## config.mk

```make
export PLATFORM = sky130hd
export DESIGN_NAME = ddr_bank_ctrl_flat
export DESIGN_NICKNAME = d
export VERILOG_FILES = /design/src/design/ddr_sched_pkg.sv /design/src/design/ddr_cmd_if.sv /design/src/design/ddr_bank_ctrl.sv /design/src/flat_wrapper.sv
export SDC_FILE = /design/constraint.sdc
export NUM_CORES = 1
export LEC_CHECK = 0
export BUFFER_PORTS_ARGS = -buffer_cell sky130_fd_sc_hd__buf_2
export CORE_MARGIN = 3
export CORE_UTILIZATION = 31
export CTS_CLUSTER_SIZE = 24
export DETAILED_ROUTE_END_ITERATION = 7
export PLACE_DENSITY = 0.49
export SKIP_CTS_REPAIR_TIMING = 1
export SLEW_MARGIN = 20
export SYNTH_ARGS = -nofsm -noshare
export SYNTH_HDL_FRONTEND = slang
export SYNTH_SLANG_ARGS = --single-unit
```

## constraint.sdc

```tcl
create_clock -name clk_in -period 3.9 [get_ports clk_in]
set_input_delay 0.585 -clock clk_in [delete_from_list [all_inputs] [get_ports clk_in]]
set_output_delay 0.585 -clock clk_in [all_outputs]
set_load 0.03 [all_outputs]
```

## src/design/ddr_sched_pkg.sv

```systemverilog
// Shared constants for the inter-bank command scheduler pair.
// Assumes one 200 MHz clock for both ends of the command link.
package ddr_sched_pkg;
	localparam int NUM_BANKS = 8;
	localparam int BANK_W    = 3;
	localparam int ADDR_W    = 14;
	localparam int AP_BIT    = 10;
	localparam int MR_W      = 4;

	// Command on {cs_n, ras_n, cas_n, we_n}
	localparam logic [3:0] CMD_NOP   = 4'h7;
	localparam logic [3:0] CMD_ACT   = 4'h3;
	localparam logic [3:0] CMD_RD    = 4'h5;
	localparam logic [3:0] CMD_WR    = 4'h4;
	localparam logic [3:0] CMD_PRE   = 4'h2;
	localparam logic [3:0] CMD_REF   = 4'h1;
	localparam logic [3:0] CMD_LM    = 4'h0;

	// Clock period in ps
	localparam int TCK_PS  = 5000;
	// Timing in ps and the derived cycle counts
	localparam int TRCD_PS = 15000;
	localparam int TRP_PS  = 15000;
	localparam int TWR_PS  = 15000;
	localparam int TWTR_PS = 7500;
	localparam int TMRD_CK = 2;
	localparam int TRCD_CK = (TRCD_PS + TCK_PS - 1) / TCK_PS;
	localparam int TRP_CK  = (TRP_PS + TCK_PS - 1) / TCK_PS;
	localparam int TWR_CK  = (TWR_PS + TCK_PS - 1) / TCK_PS;
	localparam int TWTR_RAW = (TWTR_PS + TCK_PS - 1) / TCK_PS;
	localparam int TWTR_CK = (TWTR_RAW > 2) ? TWTR_RAW : 2;

	localparam int CL_CK   = 4;
	localparam int BL      = 4;
	localparam int CNT_W   = 6;
	localparam logic [ADDR_W-1:0] MR_RESET = 14'h0000;
endpackage

```

## src/design/ddr_cmd_if.sv

```systemverilog
// Command pins between controller and DRAM bank model.
// Assumes both ends share the one system clock.
`timescale 1ns/1ps
`default_nettype none
interface ddr_cmd_if;
	import ddr_sched_pkg::*;
	logic              cke;
	logic              cs_n;
	logic              ras_n;
	logic              cas_n;
	logic              we_n;
	logic [BANK_W-1:0] ba;
	logic [ADDR_W-1:0] addr;

	modport ctrl (output cke, cs_n, ras_n, cas_n, we_n, ba, addr);
	modport mem  (input  cke, cs_n, ras_n, cas_n, we_n, ba, addr);
endinterface
`default_nettype wire

```

## src/design/ddr_bank_ctrl.sv

```systemverilog
// Controller end: tracks every bank and spaces commands legally.
// Assumes user requests stay stable until accepted by req_ready_out.
`timescale 1ns/1ps
`default_nettype none

// What this block does
// - Deselect ignores all other command pins
// - NOP keeps running operations going
// - Commands only with CKE high twice
// - Idle bank n leaves bank m free
// - Decode ACT, READ, WRITE, PRECHARGE encodings
// - Active or reading bank permits other commands
// - Writing bank permits others, honour turnaround
// - Write waits until other read finishes
// - Turnaround is max of two, tWTR
// - Refresh and load mode need idle banks
// - Never issue unlisted state/command pairs
// - Idle and active state definitions
// - Read auto precharge starts at earliest point
// - Write auto precharge starts after tWR
// - Other banks accepted during auto precharge
// - Delays after write with auto precharge
// - Delays after read with auto precharge
// - Load mode selects register by bank
// - Only NOP during tMRD after load mode
// - Activate opens row until precharge
// - Precharge before opening another row
// - Command sampled on rising clock edge
// - A10 selects auto precharge on access
module ddr_bank_ctrl
	import ddr_sched_pkg::*;
(
	input  wire logic              clk_in,
	input  wire logic              sys_rst_in,
	input  wire logic              req_valid_in,
	input  wire logic [3:0]        req_cmd_in,
	input  wire logic [BANK_W-1:0] req_bank_in,
	input  wire logic [ADDR_W-1:0] req_addr_in,
	output logic                   req_ready_out,
	ddr_cmd_if.ctrl                cmd_if
);
	localparam int RD2WR = BL/2 + 2;
	localparam int WR2RD = (CL_CK - 1) + BL/2 + TWTR_CK;

	// ----------------------------------------
	// Bank tracking
	// ----------------------------------------
	logic [NUM_BANKS-1:0] open_q, open_d;
	logic [CNT_W-1:0]     busy_q [NUM_BANKS];
	logic [CNT_W-1:0]     busy_d [NUM_BANKS];
	logic [CNT_W-1:0]     rd_gap_q, rd_gap_d;
	logic [CNT_W-1:0]     wr_gap_q, wr_gap_d;
	logic [CNT_W-1:0]     any_gap_q, any_gap_d;
	logic                 cke_q, cke_d;
	logic                 legal;
	logic                 all_idle;
	logic                 fire;
	logic                 ap;

	// ----------------------------------------
	// Request legality
	// ----------------------------------------
	always_comb begin
		all_idle = 1'b1;
		for (int i = 0; i < NUM_BANKS; i++) begin
			if (open_q[i] || busy_q[i] != '0) begin
				all_idle = 1'b0;
			end
		end
		ap = req_addr_in[AP_BIT];
		legal = 1'b0;
		if (cke_q && any_gap_q == '0 && busy_q[req_bank_in] == '0) begin
			unique case (req_cmd_in)
				CMD_ACT: legal = !open_q[req_bank_in];
				CMD_RD:  legal = open_q[req_bank_in] && rd_gap_q == '0;
				CMD_WR:  legal = open_q[req_bank_in] && wr_gap_q == '0;
				CMD_PRE: legal = 1'b1;
				CMD_REF, CMD_LM: legal = all_idle && rd_gap_q == '0
					&& wr_gap_q == '0;
				default: legal = 1'b0;
			endcase
		end
		fire = req_valid_in && legal;
	end

	// ----------------------------------------
	// Next bank state
	// ----------------------------------------
	// Gaps load the full delay: one spare cycle buys a plain zero test
	always_comb begin
		open_d    = open_q;
		cke_d     = 1'b1;
		rd_gap_d  = (rd_gap_q != '0) ? rd_gap_q - 1'b1 : rd_gap_q;
		wr_gap_d  = (wr_gap_q != '0) ? wr_gap_q - 1'b1 : wr_gap_q;
		any_gap_d = (any_gap_q != '0) ? any_gap_q - 1'b1 : any_gap_q;
		for (int i = 0; i < NUM_BANKS; i++) begin
			busy_d[i] = (busy_q[i] != '0) ? busy_q[i] - 1'b1 : busy_q[i];
		end
		if (fire) begin
			unique case (req_cmd_in)
				CMD_ACT: begin
					open_d[req_bank_in] = 1'b1;
					busy_d[req_bank_in] = CNT_W'(TRCD_CK);
				end
				CMD_PRE: begin
					open_d[req_bank_in] = 1'b0;
					busy_d[req_bank_in] = CNT_W'(TRP_CK);
				end
				CMD_RD: begin
					rd_gap_d = CNT_W'(BL/2);
					wr_gap_d = CNT_W'(RD2WR);
					// auto precharge after burst
					// Busy covers tRP too, so no ACT beats the internal precharge
					if (ap) begin
						open_d[req_bank_in] = 1'b0;
						busy_d[req_bank_in] = CNT_W'(BL/2 + TRP_CK);
					end
				end
				CMD_WR: begin
					rd_gap_d = CNT_W'(WR2RD);
					wr_gap_d = CNT_W'(BL/2);
					if (ap) begin
						open_d[req_bank_in] = 1'b0;
						busy_d[req_bank_in] =
							CNT_W'(CL_CK - 1 + BL/2 + TWR_CK + TRP_CK);
					end
				end
				CMD_LM: any_gap_d = CNT_W'(TMRD_CK);
				default: any_gap_d = any_gap_q;
			endcase
		end
	end

	// ----------------------------------------
	// Bank registers
	// ----------------------------------------
	always_ff @(posedge clk_in or posedge sys_rst_in) begin
		if (sys_rst_in) begin
			open_q    <= '0;
			rd_gap_q  <= '0;
			wr_gap_q  <= '0;
			any_gap_q <= '0;
			cke_q     <= 1'b0;
			for (int i = 0; i < NUM_BANKS; i++) begin
				busy_q[i] <= '0;
			end
		end else begin
			open_q    <= open_d;
			rd_gap_q  <= rd_gap_d;
			wr_gap_q  <= wr_gap_d;
			any_gap_q <= any_gap_d;
			cke_q     <= cke_d;
			for (int i = 0; i < NUM_BANKS; i++) begin
				busy_q[i] <= busy_d[i];
			end
		end
	end

	// ----------------------------------------
	// Command pins
	// ----------------------------------------
	logic [3:0]        pins_q, pins_d;
	logic [BANK_W-1:0] ba_q, ba_d;
	logic [ADDR_W-1:0] addr_q, addr_d;

	always_comb begin
		pins_d = fire ? req_cmd_in : CMD_NOP;
		ba_d   = fire ? req_bank_in : ba_q;
		addr_d = fire ? req_addr_in : addr_q;
	end

	always_ff @(posedge clk_in or posedge sys_rst_in) begin
		if (sys_rst_in) begin
			pins_q <= CMD_NOP;
			ba_q   <= '0;
			addr_q <= '0;
		end else begin
			pins_q <= pins_d;
			ba_q   <= ba_d;
			addr_q <= addr_d;
		end
	end

	// CKE rises one cycle before commands so it was high on the prior edge
	assign req_ready_out = fire;
	assign cmd_if.cke    = cke_q;
	assign cmd_if.cs_n   = pins_q[3];
	assign cmd_if.ras_n  = pins_q[2];
	assign cmd_if.cas_n  = pins_q[1];
	assign cmd_if.we_n   = pins_q[0];
	assign cmd_if.ba     = ba_q;
	assign cmd_if.addr   = addr_q;
endmodule
`default_nettype wire

```

## src/flat_wrapper.sv

```systemverilog
// flat-port wrapper written by rule: the top's interface ports become plain ports
module ddr_bank_ctrl_flat import ddr_sched_pkg::*;
  (clk_in, sys_rst_in, req_valid_in, req_cmd_in, req_bank_in, req_addr_in, req_ready_out, cmd_if_cke, cmd_if_cs_n, cmd_if_ras_n, cmd_if_cas_n, cmd_if_we_n, cmd_if_ba, cmd_if_addr);
  ddr_cmd_if cmd_if_i ();
  input  wire logic clk_in;
  input  wire logic sys_rst_in;
  input  wire logic req_valid_in;
  input  wire logic [3:0] req_cmd_in;
  input  wire logic [BANK_W-1:0] req_bank_in;
  input  wire logic [ADDR_W-1:0] req_addr_in;
  output logic req_ready_out;
  output wire logic [$bits(cmd_if_i.cke)-1:0] cmd_if_cke;
  output wire logic [$bits(cmd_if_i.cs_n)-1:0] cmd_if_cs_n;
  output wire logic [$bits(cmd_if_i.ras_n)-1:0] cmd_if_ras_n;
  output wire logic [$bits(cmd_if_i.cas_n)-1:0] cmd_if_cas_n;
  output wire logic [$bits(cmd_if_i.we_n)-1:0] cmd_if_we_n;
  output wire logic [$bits(cmd_if_i.ba)-1:0] cmd_if_ba;
  output wire logic [$bits(cmd_if_i.addr)-1:0] cmd_if_addr;
  assign cmd_if_cke = cmd_if_i.cke;
  assign cmd_if_cs_n = cmd_if_i.cs_n;
  assign cmd_if_ras_n = cmd_if_i.ras_n;
  assign cmd_if_cas_n = cmd_if_i.cas_n;
  assign cmd_if_we_n = cmd_if_i.we_n;
  assign cmd_if_ba = cmd_if_i.ba;
  assign cmd_if_addr = cmd_if_i.addr;
  ddr_bank_ctrl u_core (.clk_in(clk_in), .sys_rst_in(sys_rst_in), .req_valid_in(req_valid_in), .req_cmd_in(req_cmd_in), .req_bank_in(req_bank_in), .req_addr_in(req_addr_in), .req_ready_out(req_ready_out), .cmd_if(cmd_if_i));
endmodule
```

# Word-level counts from Yosys, hierarchy flattened
# Index checks and enable logic that the tools add are counted.
[word_totals] register_bits=96 inputBits=24 out_inout_bits=23 elab_cells=134
[classes] n_addsub=11 magnitude_cmp=4 n_eq_ne=7 muxes=43 bitwise_logic=13 reduce_logical=40
[op_table] op="two-way mux 48 bit" n=3
[op_table] op="case mux 48 bit (3 select lines)" n=1
[op_table] op="two-way mux 6 bit" n=17
[op_table] op="nonzero test 6 bit" n=11
[op_table] op="subtractor 6 x 1 -> 6 bit (second input constant)" n=11
[op_table] op="AND 32 bit" n=2
[op_table] op="NOT 32 bit" n=2
[op_table] op="case mux 6 bit (2 select lines)" n=3
[op_table] op="bitwise OR 16 bit" n=2
[op_table] op="AND 24 bit" n=1
[op_table] op="zero test 6 bit" n=4
[op_table] op="NOT 24 bit" n=1
[op_table] op="bitwise OR 24 bit" n=1
[op_table] op="case mux 8 bit (3 select lines)" n=1
[op_table] op="binary-select mux 6 bit (select 3 bit)" n=1
[op_table] op="demux 6 bit (select 3 bit)" n=1
[op_table] op="two-way mux 1 bit" n=11
[op_table] op="logical AND 1 bit" n=9
[op_table] op="AND 8 bit" n=1
[op_table] op="equality test 4 x 2 -> 1 bit (second input constant)" n=2
[op_table] op="equality test 4 x 3 -> 1 bit (second input constant)" n=2
[op_table] op="logical OR 1 bit" n=8
[op_table] op="two-way mux 8 bit" n=1
[op_table] op="NOT 8 bit" n=1
[op_table] op="19 further kinds" n=21

# Depth between registers and ports, before layout
# Gate-level depths: netlist (run 1).
[depth] ltp_word=16 mapped_depth=11 depth_no_buf=9

# Worst setup path after synthesis (run 1)
# OpenSTA, ideal clock, no wires.
[synth_path] path_type="input to output" start="input port req_bank_in[2]" end="output port req_ready_out" arrival_ps=2413 setup_slack_ps=902 stages=8 cell_sequence="clkbuf_1 -> mux4_2 -> mux2i_1 -> nor2_1 -> mux2_1 -> o31a_2 -> buf_4 -> buf_2"
[synth_via] elab_chain_cells=8 word_cells_on_any_way=14 cone_classes="mux: 7; bitwise: 1; reduce/logical: 6"
[synth_rtl] item="start: declaration" line_no="flat_wrapper.sv:9" rtl="input wire logic [BANK_W-1:0] req_bank_in;"
[synth_rtl] item="NOT 3 -> 4 bit (implied by the code)" line_no="ddr_bank_ctrl.sv:72" rtl="if (cke_q && any_gap_q == '0 && busy_q[req_bank_in] == '0) begin"
[synth_rtl] item="binary-select mux 6 bit (select 3 bit)" line_no="ddr_bank_ctrl.sv:72"
[synth_rtl] item="two-way mux 6 bit (implied by the code) (2 in series)" line_no="ddr_bank_ctrl.sv:72"
[synth_rtl] item="zero test 6 bit" line_no="ddr_bank_ctrl.sv:72"
[synth_rtl] item="logical AND 1 bit" line_no="ddr_bank_ctrl.sv:72"
[synth_rtl] item="two-way mux 1 bit *" line_no="ddr_bank_ctrl.sv:72"
[synth_rtl] item="logical AND 1 bit *" line_no="ddr_bank_ctrl.sv:83" rtl="fire = req_valid_in && legal;"
[synth_rtl] item="end: declaration" line_no="flat_wrapper.sv:11" rtl="output logic req_ready_out;"
# Every way passes the cells marked *; elsewhere a longest branch is shown, timed or not. The select of a mux whose other input is x is not followed.

# Worst setup path after layout (run 1)
[layout_path] start="register u_core.any_gap_q[0]" end="output port req_ready_out"
[layout_via] elab_chain_cells=5
[layout_rtl] item="start: declaration" line_no="ddr_bank_ctrl.sv:53" rtl="logic [CNT_W-1:0] any_gap_q, any_gap_d;"
[layout_rtl] item="start signal: assignment" line_no="ddr_bank_ctrl.sv:151" rtl="any_gap_q <= any_gap_d;"
[layout_rtl] item="zero test 6 bit" line_no="ddr_bank_ctrl.sv:72"
[layout_rtl] item="logical AND 1 bit (2 in series)" line_no="ddr_bank_ctrl.sv:72"
[layout_rtl] item="two-way mux 1 bit" line_no="ddr_bank_ctrl.sv:72"
[layout_rtl] item="logical AND 1 bit" line_no="ddr_bank_ctrl.sv:83"
# Every way passes these cells.

==> flow_summary_export.csv, run 1 <==
group,metric,value,unit
cells_and_area,antennaDiodeCount,0,
route,routed-via-count,3982,
sta,finalClockSkew,5.98,ps
sta,hold_ws,193,ps
sta,grt_setup_unrepaired,"no",
power,switching_share,37.8,%
grt,grt_start_max_net_pins,77,
setup_path,crit_path_max_fanout,24,
floorplan,die_w,135,um
power,power.ir.vdd_worst,0.000276,V
sta,finalCriticalPeriod,3560,ps
placement,portBuffers,46,
cts,cts_num_sinks,96,
placement,post-dp-hpwl,8.88,mm
route,maxUsedRoutingLayer,"met5",
cells_and_area,post_route_cells_drive_above_1_share,19.5,%
min_path,holdCritPathClass,"primary input to async pin",
setup_path,worst_ep_arrival_time,2980,ps
sta,final_critical_path_setup_slack,338,ps
cells_and_area,instances_no_fill,796,
placement,numPlacedInstances,779,
cells_and_area,layout_common_cells,"sky130_fd_sc_hd__dfrtp_1, sky130_fd_sc_hd__nand2_1, sky130_fd_sc_hd__buf_2",
run,timing.max_cap.violations,0,
power,power_switching,1.56,mW
power,comb_power_share,38.7,%
sta,setup_viol,0,
cts,tritoncts,"done",
cells_and_area,layout.cells.most_common,"sky130_fd_sc_hd__dfrtp_1",
yosys,synth_cell_types,59,
sta,slew_headroom,63.3,%
sta,slew_viol_final,0,
yosys,netlist_instances,524,
setup_path,worstPathCellList,"inv_1 -> ha_1 -> nor2b_1 -> nand4_1 -> or4_1 -> a221oi_1 -> o31a_2 -> buf_2",
setup_path,slowest_delay,520,ps
power,p_total,4.14,mW
yosys,synth_area_per_cell,9.79,um2
floorplan,fp.coreArea,0.0161,mm2
sta,timing_hold_violations_final,0,
route,postRouteWirelength,12.2,mm
route,dr_wl_met3,455,um
grt,global_routing_usage_summed_across_all_routing_layers,14.2,%
route,detail-route-antenna-nets,0,
placement,dpl_worst_slack,439,ps
yosys,synth-async-reset-ratio,100,%
power,power_density,700,mW/mm2
setup_path,critical_path.n_buffers_inverters,2,
grt,grt_pass1_vias,4024,
setup_path,start_kind,"flip-flop",
route,post-route-drc-count,0,
grt,global_route_total_overflow,0,
cells_and_area,synthToLayoutAreaGrowth,15.3,%
cts,cts.htree.levels,3,
route,initial_detailed_routing_violation_count,242,
power,p_seq_share,41.1,%
route,wl_met1,5.63,mm
sta,worst_pin_slew,549,ps
floorplan,placement_rows,46,
setup_path,worstSetupEndpointType,"output pin",
placement,finalWeightedCongestion,0.839,
yosys,synth-edff-count,0,
yosys,synth.area.top_cells,"sky130_fd_sc_hd__dfrtp_1, sky130_fd_sc_hd__mux2_2, sky130_fd_sc_hd__nand2_1",
yosys,sequential_share_of_the_synthesized_area,46.9,%
power,power.internal,2.57,mW
cts,clock_insertion_delay_worst_skew,350,ps
cts,clock_tree.root_cell,"sky130_fd_sc_hd__clkbuf_16",
setup_path,critical_path_required,3310,ps
sta,layout_worst_path_cycle_share,91.3,%
yosys,synthDominantAreaCellType,"sky130_fd_sc_hd__dfrtp_1",
route,routed-wl-met2,5.93,mm
floorplan,top_level_ports,47,
yosys,synth_net_count,562,
setup_path,criticalPathCategory,"flip-flop to output pin",
floorplan,start_util,31.9,%
run_status,outcome,"finished, final reports clean",
yosys,synthesis.yosys.warnings,0,
yosys,synth.top_cell.area_share,45.4,%
floorplan,dieArea,0.0181,mm2
grt,grt_first_pass_wirelength,20.4,mm
sta,clock.fmax,281,MHz
cts,clk_path_buf_depth,2,
yosys,netlist_area,0.00513,mm2
yosys,synthFlopType,"sky130_fd_sc_hd__dfrtp_1",
yosys,synth-seq-cells,96,
grt,initial_antenna_violation_count,1,
cells_and_area,layout.nets,613,
sta,fin_setup_tns,0,ps
setup_path,timing.critical_path.slowest_stage_cell,"sky130_fd_sc_hd__o31a_2",
cts,clkSlewWorstSetupHoldPaths,70,ps
floorplan,die_h,135,um
power,p_clk_share,20.3,%
power,total_leakage_power,2.77,nW
setup_path,path_delay_family,"simple AND/OR/NAND/NOR gates",
route,avgViaCountPerCell,5.00,
route,drt_pass1_iterations,4,
cts,cts_inserted_buffers,9,
route,wl_per_cell,15.4,um
==> path summary, 6_finish.rpt <==
kind	start	to	slack, ps	cells past startpoint
worst min register to register	u_core.cmd_if.ba[2]	u_core.cmd_if.ba[2]	500	1
max in group asynchronous	sys_rst_in	u_core.busy_q[20]	2900	4
min in group clk_in	req_addr_in[1]	u_core.cmd_if.addr[1]	460	2
worst max register to register	u_core.any_gap_q[0]	u_core.cmd_if.addr[6]	550	10
worst max-delay path	u_core.any_gap_q[0]	req_ready_out	340	8
worst min-delay path	sys_rst_in	u_core.cmd_if.addr[2]	190	2
==> per-layer routing <==
metal	vias up	track usage [%]
met2	60	22.8
met1	1955	18.7
met4	2	4.98
li1	1947	-
met3	18	3.50
met5	-	0
==> area by class of cell <==
cell class                      instances  area [um2]
Multi-Input combinational cell        386        2540
Clock inverter                          7        55.1
Sequential cell                        96        2410
Inverter                               27         104
Timing Repair Buffer                   55         318
Clock buffer                            9         225
Tap cell                              216         270
Fill cell                            1596       10100
==> stage by stage <==
stage	utilization (%)	area [um2]
4_1_cts	36.7	5890
6_report	36.8	5910
3_5_place_dp	34.9	5610
5_1_grt	36.8	5910
3_3_place_gp	34.9	5610
2_1_floorplan	-	5130
==> synth_stat cells (11+ instances only) <==
cell type / count
sky130_fd_sc_hd__ha_1: 14
sky130_fd_sc_hd__mux2_2: 25
sky130_fd_sc_hd__nand2b_1: 23
sky130_fd_sc_hd__inv_1: 27
sky130_fd_sc_hd__xnor2_1: 16
sky130_fd_sc_hd__nor2_1: 35
sky130_fd_sc_hd__nand2_1: 56
sky130_fd_sc_hd__o21ai_0: 21
sky130_fd_sc_hd__a21oi_1: 28
sky130_fd_sc_hd__nand3_1: 11
sky130_fd_sc_hd__xor2_1: 14
sky130_fd_sc_hd__dfrtp_1: 93
sky130_fd_sc_hd__nor3_1: 28
==> cells by family after synthesis <==
family | share of synthesized area, %
compound gates | 10.8
xor+xnor | 5.12
fa+ha+maj | 3.41
buf+inv | 3.66
flops | 46.9
mux | 8.24
other cells | 0.146
simple gates | 21.8
==> power by group through the flow <==
| stage | Combinational [mW] | Sequential [mW] | Clock (mW) |
|---|---|---|---|
| detailed placement | 1.60 | 1.72 | 0 |
| finish | 1.60 | 1.70 | 0.838 |
| global placement | 1.57 | 1.70 | 0 |
| global route | 1.85 | 1.77 | 0.914 |
| floorplan | 1.29 | 1.65 | 0 |
| CTS | 1.62 | 1.70 | 0.874 |
==> sequential cells by signal, indices dropped and copies added (netlist names), named ones only <==
| signal | flops |
|---|---|
| u_core.pins_q | 4 |
| u_core.rd_gap_q | 6 |
| u_core.any_gap_q | 6 |
| u_core.cmd_if.addr | 14 |
| u_core.cmd_if.cke | 1 |
| u_core.busy_q | 48 |
| u_core.wr_gap_q | 6 |
| u_core.cmd_if.ba | 3 |
Note: power is estimated with default switching activity, not from simulation.
==> inputs of run 2 (changes only) <==
--- a/config.mk
+++ b/config.mk
@@ -5,6 +5,7 @@
 export SDC_FILE = /design/constraint.sdc
 export NUM_CORES = 1
 export LEC_CHECK = 0
+export ABC_AREA = 1
 export BUFFER_PORTS_ARGS = -buffer_cell sky130_fd_sc_hd__buf_2
 export CORE_MARGIN = 3
 export CORE_UTILIZATION = 31
==> run 2 against run 1 <==
Register-to-register slack improved by 340 ps. Power increased by 20%. Clock power increased by 13%. Sequential power about the same. Setup slack improved by 360 ps. Clock skew increased by 11 ps. First-iteration DRC count increased by 52%. Sequential share of layout area decreased by 8.6 points. Cell count increased by 67%. Combinational power increased by 46%. Clock-buffer cell count unchanged. Highest routed layer is now met4. Non-clock buffer count unchanged.
==> flow_summary_export.csv, run 2 <==
group,metric,value,unit
route,routed-via-count,6350,
route,wl_per_cell,15.3,um
route,routed-wl-met2,8.89,mm
power,power_density,665,mW/mm2
cells_and_area,registers.top_by_ff_count,"u_core.busy_q",
cts,cts_inserted_buffers,9,
floorplan,top_level_ports,47,
grt,grt_pass1_vias,6100,
cells_and_area,layout_common_cells,"sky130_fd_sc_hd__nand2_1, sky130_fd_sc_hd__inv_1, sky130_fd_sc_hd__nor2_1",
route,post-route-drc-count,0,
run,timing.max_cap.violations,0,
cells_and_area,postLayoutCoreUtil,35.4,%
cells_and_area,layout.cells.most_common,"sky130_fd_sc_hd__nand2_1",
grt,global_routing_usage_summed_across_all_routing_layers,17.7,%
yosys,netlist_area,0.00673,mm2
power,power.ir.vdd_worst,0.000262,V
placement,post_dp_cell_area,0.00718,mm2
yosys,sequential_share_of_the_synthesized_area,35.8,%
setup_path,crit_path_frequent_cell,"sky130_fd_sc_hd__nand3_2",
cts,clk_path_buf_depth,2,
yosys,synth_net_count,1049,
cells_and_area,synthToLayoutAreaGrowth,11.4,%
cts,tritoncts,"done",
yosys,synthesis.yosys.warnings,0,
floorplan,placement_rows,53,
sta,clock.fmax,313,MHz
run_status,outcome,"finished, final reports clean",
power,power_switching,2.29,mW
yosys,synthDominantAreaCellType,"sky130_fd_sc_hd__dfrtp_1",
power,comb_power_share,46.7,%
grt,grt_first_pass_wirelength,33.1,mm
grt,global_route_total_overflow,0,
yosys,synthFlopType,"sky130_fd_sc_hd__dfrtp_1",
setup_path,worstPathCellList,"inv_1 -> ha_1 -> nand3_2 -> nor3_1 -> nand2_1 -> nor2_1 -> nand3_2 -> a21oi_2 -> buf_2",
sta,fin_setup_tns,0,ps
yosys,synth_area_per_cell,6.65,um2
setup_path,critical_path.n_buffers_inverters,2,
cells_and_area,instances_no_fill,1330,
yosys,netlist_instances,1011,
sta,slew_viol_final,0,
route,maxUsedRoutingLayer,"met4",
sta,slew_headroom,42.4,%
sta,timing_hold_violations_final,0,
cts,cts.htree.levels,3,
power,power.internal,2.69,mW
power,p_seq_share,34.3,%
yosys,post-synth-top-count-cell,"sky130_fd_sc_hd__nand2_1",
setup_path,crit_path_max_fanout,6,
yosys,synth-edff-count,0,
grt,initial_antenna_violation_count,0,
floorplan,start_util,31.8,%
sta,grt_setup_unrepaired,"no",
setup_path,slowest_delay,540,ps
cells_and_area,layout.nets,1088,
cts,clkSlewWorstSetupHoldPaths,80,ps
yosys,synth_cell_types,42,
setup_path,start_kind,"flip-flop",
cells_and_area,stdcell_area,0.00749,mm2
sta,finalCriticalPeriod,3200,ps
placement,numPlacedInstances,1314,
sta,final_critical_path_setup_slack,701,ps
yosys,synth-async-reset-ratio,100,%
sta,setup_viol,0,
yosys,synth.top_cell.area_share,34.6,%
power,switching_share,45.9,%
yosys,synth-seq-cells,96,
route,drt_pass1_iterations,5,
floorplan,dieArea,0.0235,mm2
setup_path,worstSetupEndpointType,"output pin",
min_path,holdCritPathClass,"primary input to async pin",
route,wl_met1,9.93,mm
power,p_clk_share,19.0,%
route,postRouteWirelength,20.4,mm
grt,grt_start_max_net_pins,62,
route,detail-route-antenna-nets,0,
setup_path,critical_path_required,3310,ps
setup_path,timing.critical_path.slowest_stage_cell,"sky130_fd_sc_hd__nor3_1",
sta,worst_pin_slew,864,ps
floorplan,die_w,153,um
placement,post-dp-hpwl,14.8,mm
power,total_leakage_power,3.98,nW
route,initial_detailed_routing_violation_count,369,
setup_path,path_delay_family,"simple AND/OR/NAND/NOR gates",
route,dr_wl_met3,1.19,mm
setup_path,worst_ep_arrival_time,2610,ps
cts,cts_num_sinks,96,
cts,clock_tree.root_cell,"sky130_fd_sc_hd__clkbuf_16",
cells_and_area,largest_reg_flops,48,
yosys,synth_top_cells_by_count,"sky130_fd_sc_hd__nand2_1, sky130_fd_sc_hd__inv_1, sky130_fd_sc_hd__nor2_1",
cells_and_area,antennaDiodeCount,0,
setup_path,criticalPathCategory,"flip-flop to output pin",
placement,dpl_worst_slack,695,ps
cells_and_area,post_route_cells_drive_above_1_share,11.3,%
yosys,synth.area.top_cells,"sky130_fd_sc_hd__dfrtp_1, sky130_fd_sc_hd__nand2_1, sky130_fd_sc_hd__inv_1",
cts,clock_insertion_delay_worst_skew,370,ps
route,avgViaCountPerCell,4.77,
sta,layout_worst_path_cycle_share,82.0,%
sta,finalClockSkew,16.6,ps
floorplan,fp.coreArea,0.0212,mm2
placement,finalWeightedCongestion,0.857,
placement,portBuffers,46,
floorplan,die_h,153,um
## run 2: cell count changes after synthesis, moves of 13 or more
| cell | previous run | this run |
|---|---|---|
| sky130_fd_sc_hd__nand2_1 | 56 | 357 |
| sky130_fd_sc_hd__inv_1 | 27 | 137 |
| sky130_fd_sc_hd__nor2_1 | 35 | 95 |
| sky130_fd_sc_hd__o21ai_0 | 21 | 78 |
| sky130_fd_sc_hd__nand3_1 | 11 | 43 |
| sky130_fd_sc_hd__o21ai_1 | 2 | 29 |
| sky130_fd_sc_hd__mux2_2 | 25 | 0 |
| sky130_fd_sc_hd__nor3_1 | 28 | 4 |
| sky130_fd_sc_hd__nand2b_1 | 23 | 0 |
| sky130_fd_sc_hd__xnor2_1 | 16 | 1 |
| sky130_fd_sc_hd__nor2_2 | 0 | 14 |
| sky130_fd_sc_hd__xor2_1 | 14 | 28 |
| sky130_fd_sc_hd__nand4_1 | 5 | 18 |
## run 2: final timing paths
check                      slack, ps  cells past startpoint               endpoint                   from
max                              700                      9          req_ready_out    u_core.any_gap_q[0]
min                              380                      2    u_core.any_gap_q[2]             sys_rst_in
max reg2reg                      890                     11      u_core.busy_q[12]    u_core.any_gap_q[0]
min reg2reg                      480                      2  u_core.cmd_if.addr[2]  u_core.cmd_if.addr[2]
max in group asynchronous       2710                      3       u_core.pins_q[0]             sys_rst_in
min in group clk_in              400                      3  u_core.cmd_if.addr[5]         req_addr_in[5]
## run 2: power groups by stage
stage | clock (mW) | combinational [mW] | sequential, mW
floorplan | 0 | 1.85 | 1.65
global placement | 0 | 2.32 | 1.73
detailed placement | 0 | 2.32 | 1.72
CTS | 0.974 | 2.34 | 1.71
global route | 1.01 | 2.76 | 1.76
finish | 0.949 | 2.33 | 1.71
## run 2: per-layer routing
layer	track usage, %	vias to the layer above
met4	4.79	0
met5	0	-
li1	-	3240
met2	27.0	166
met1	25.7	2926
met3	3.23	18
## run 2: cell type report
cell class | count | area, um2
multi-input cells | 744 | 3580
repair buffers | 55 | 298
flip-flops and latches | 96 | 2410
well taps | 275 | 344
clock buffers | 9 | 225
fillers | 2323 | 13700
clock inverters | 7 | 91.3
inverters | 144 | 546
## run 2: logic make-up after synthesis
kind of cell | count (synthesis) | synth area share [%]
DFF | 96 | 35.8
buffers and inverters | 171 | 10.9
xor gates and xnor gates | 29 | 3.78
and+or+nand+nor | 558 | 35.5
other | 2 | 0.112
AOI/OAI and AO/OA | 141 | 11.3
adders and majority gates | 14 | 2.60
## run 2: worst reg2reg max path, stage by stage (launching register included)
cell	delay, ps
sky130_fd_sc_hd__dfrtp_1	390
sky130_fd_sc_hd__inv_1	100
sky130_fd_sc_hd__ha_1	180
sky130_fd_sc_hd__nand3_2	140
sky130_fd_sc_hd__nor3_1	540
sky130_fd_sc_hd__nand2_1	210
sky130_fd_sc_hd__nor2_1	160
sky130_fd_sc_hd__nand3_2	110
sky130_fd_sc_hd__inv_2	270
sky130_fd_sc_hd__nand2_8	260
sky130_fd_sc_hd__nor2_4	400
sky130_fd_sc_hd__o21ai_0	120
## run 2: stage by stage
stage                     power (mW)  hold slack, ps
final                           4.99             377
after global routing            5.53             406
after CTS                       5.02             397
after detailed placement        4.04             460
after global placement          4.05             465
after floorplan                 3.50             449
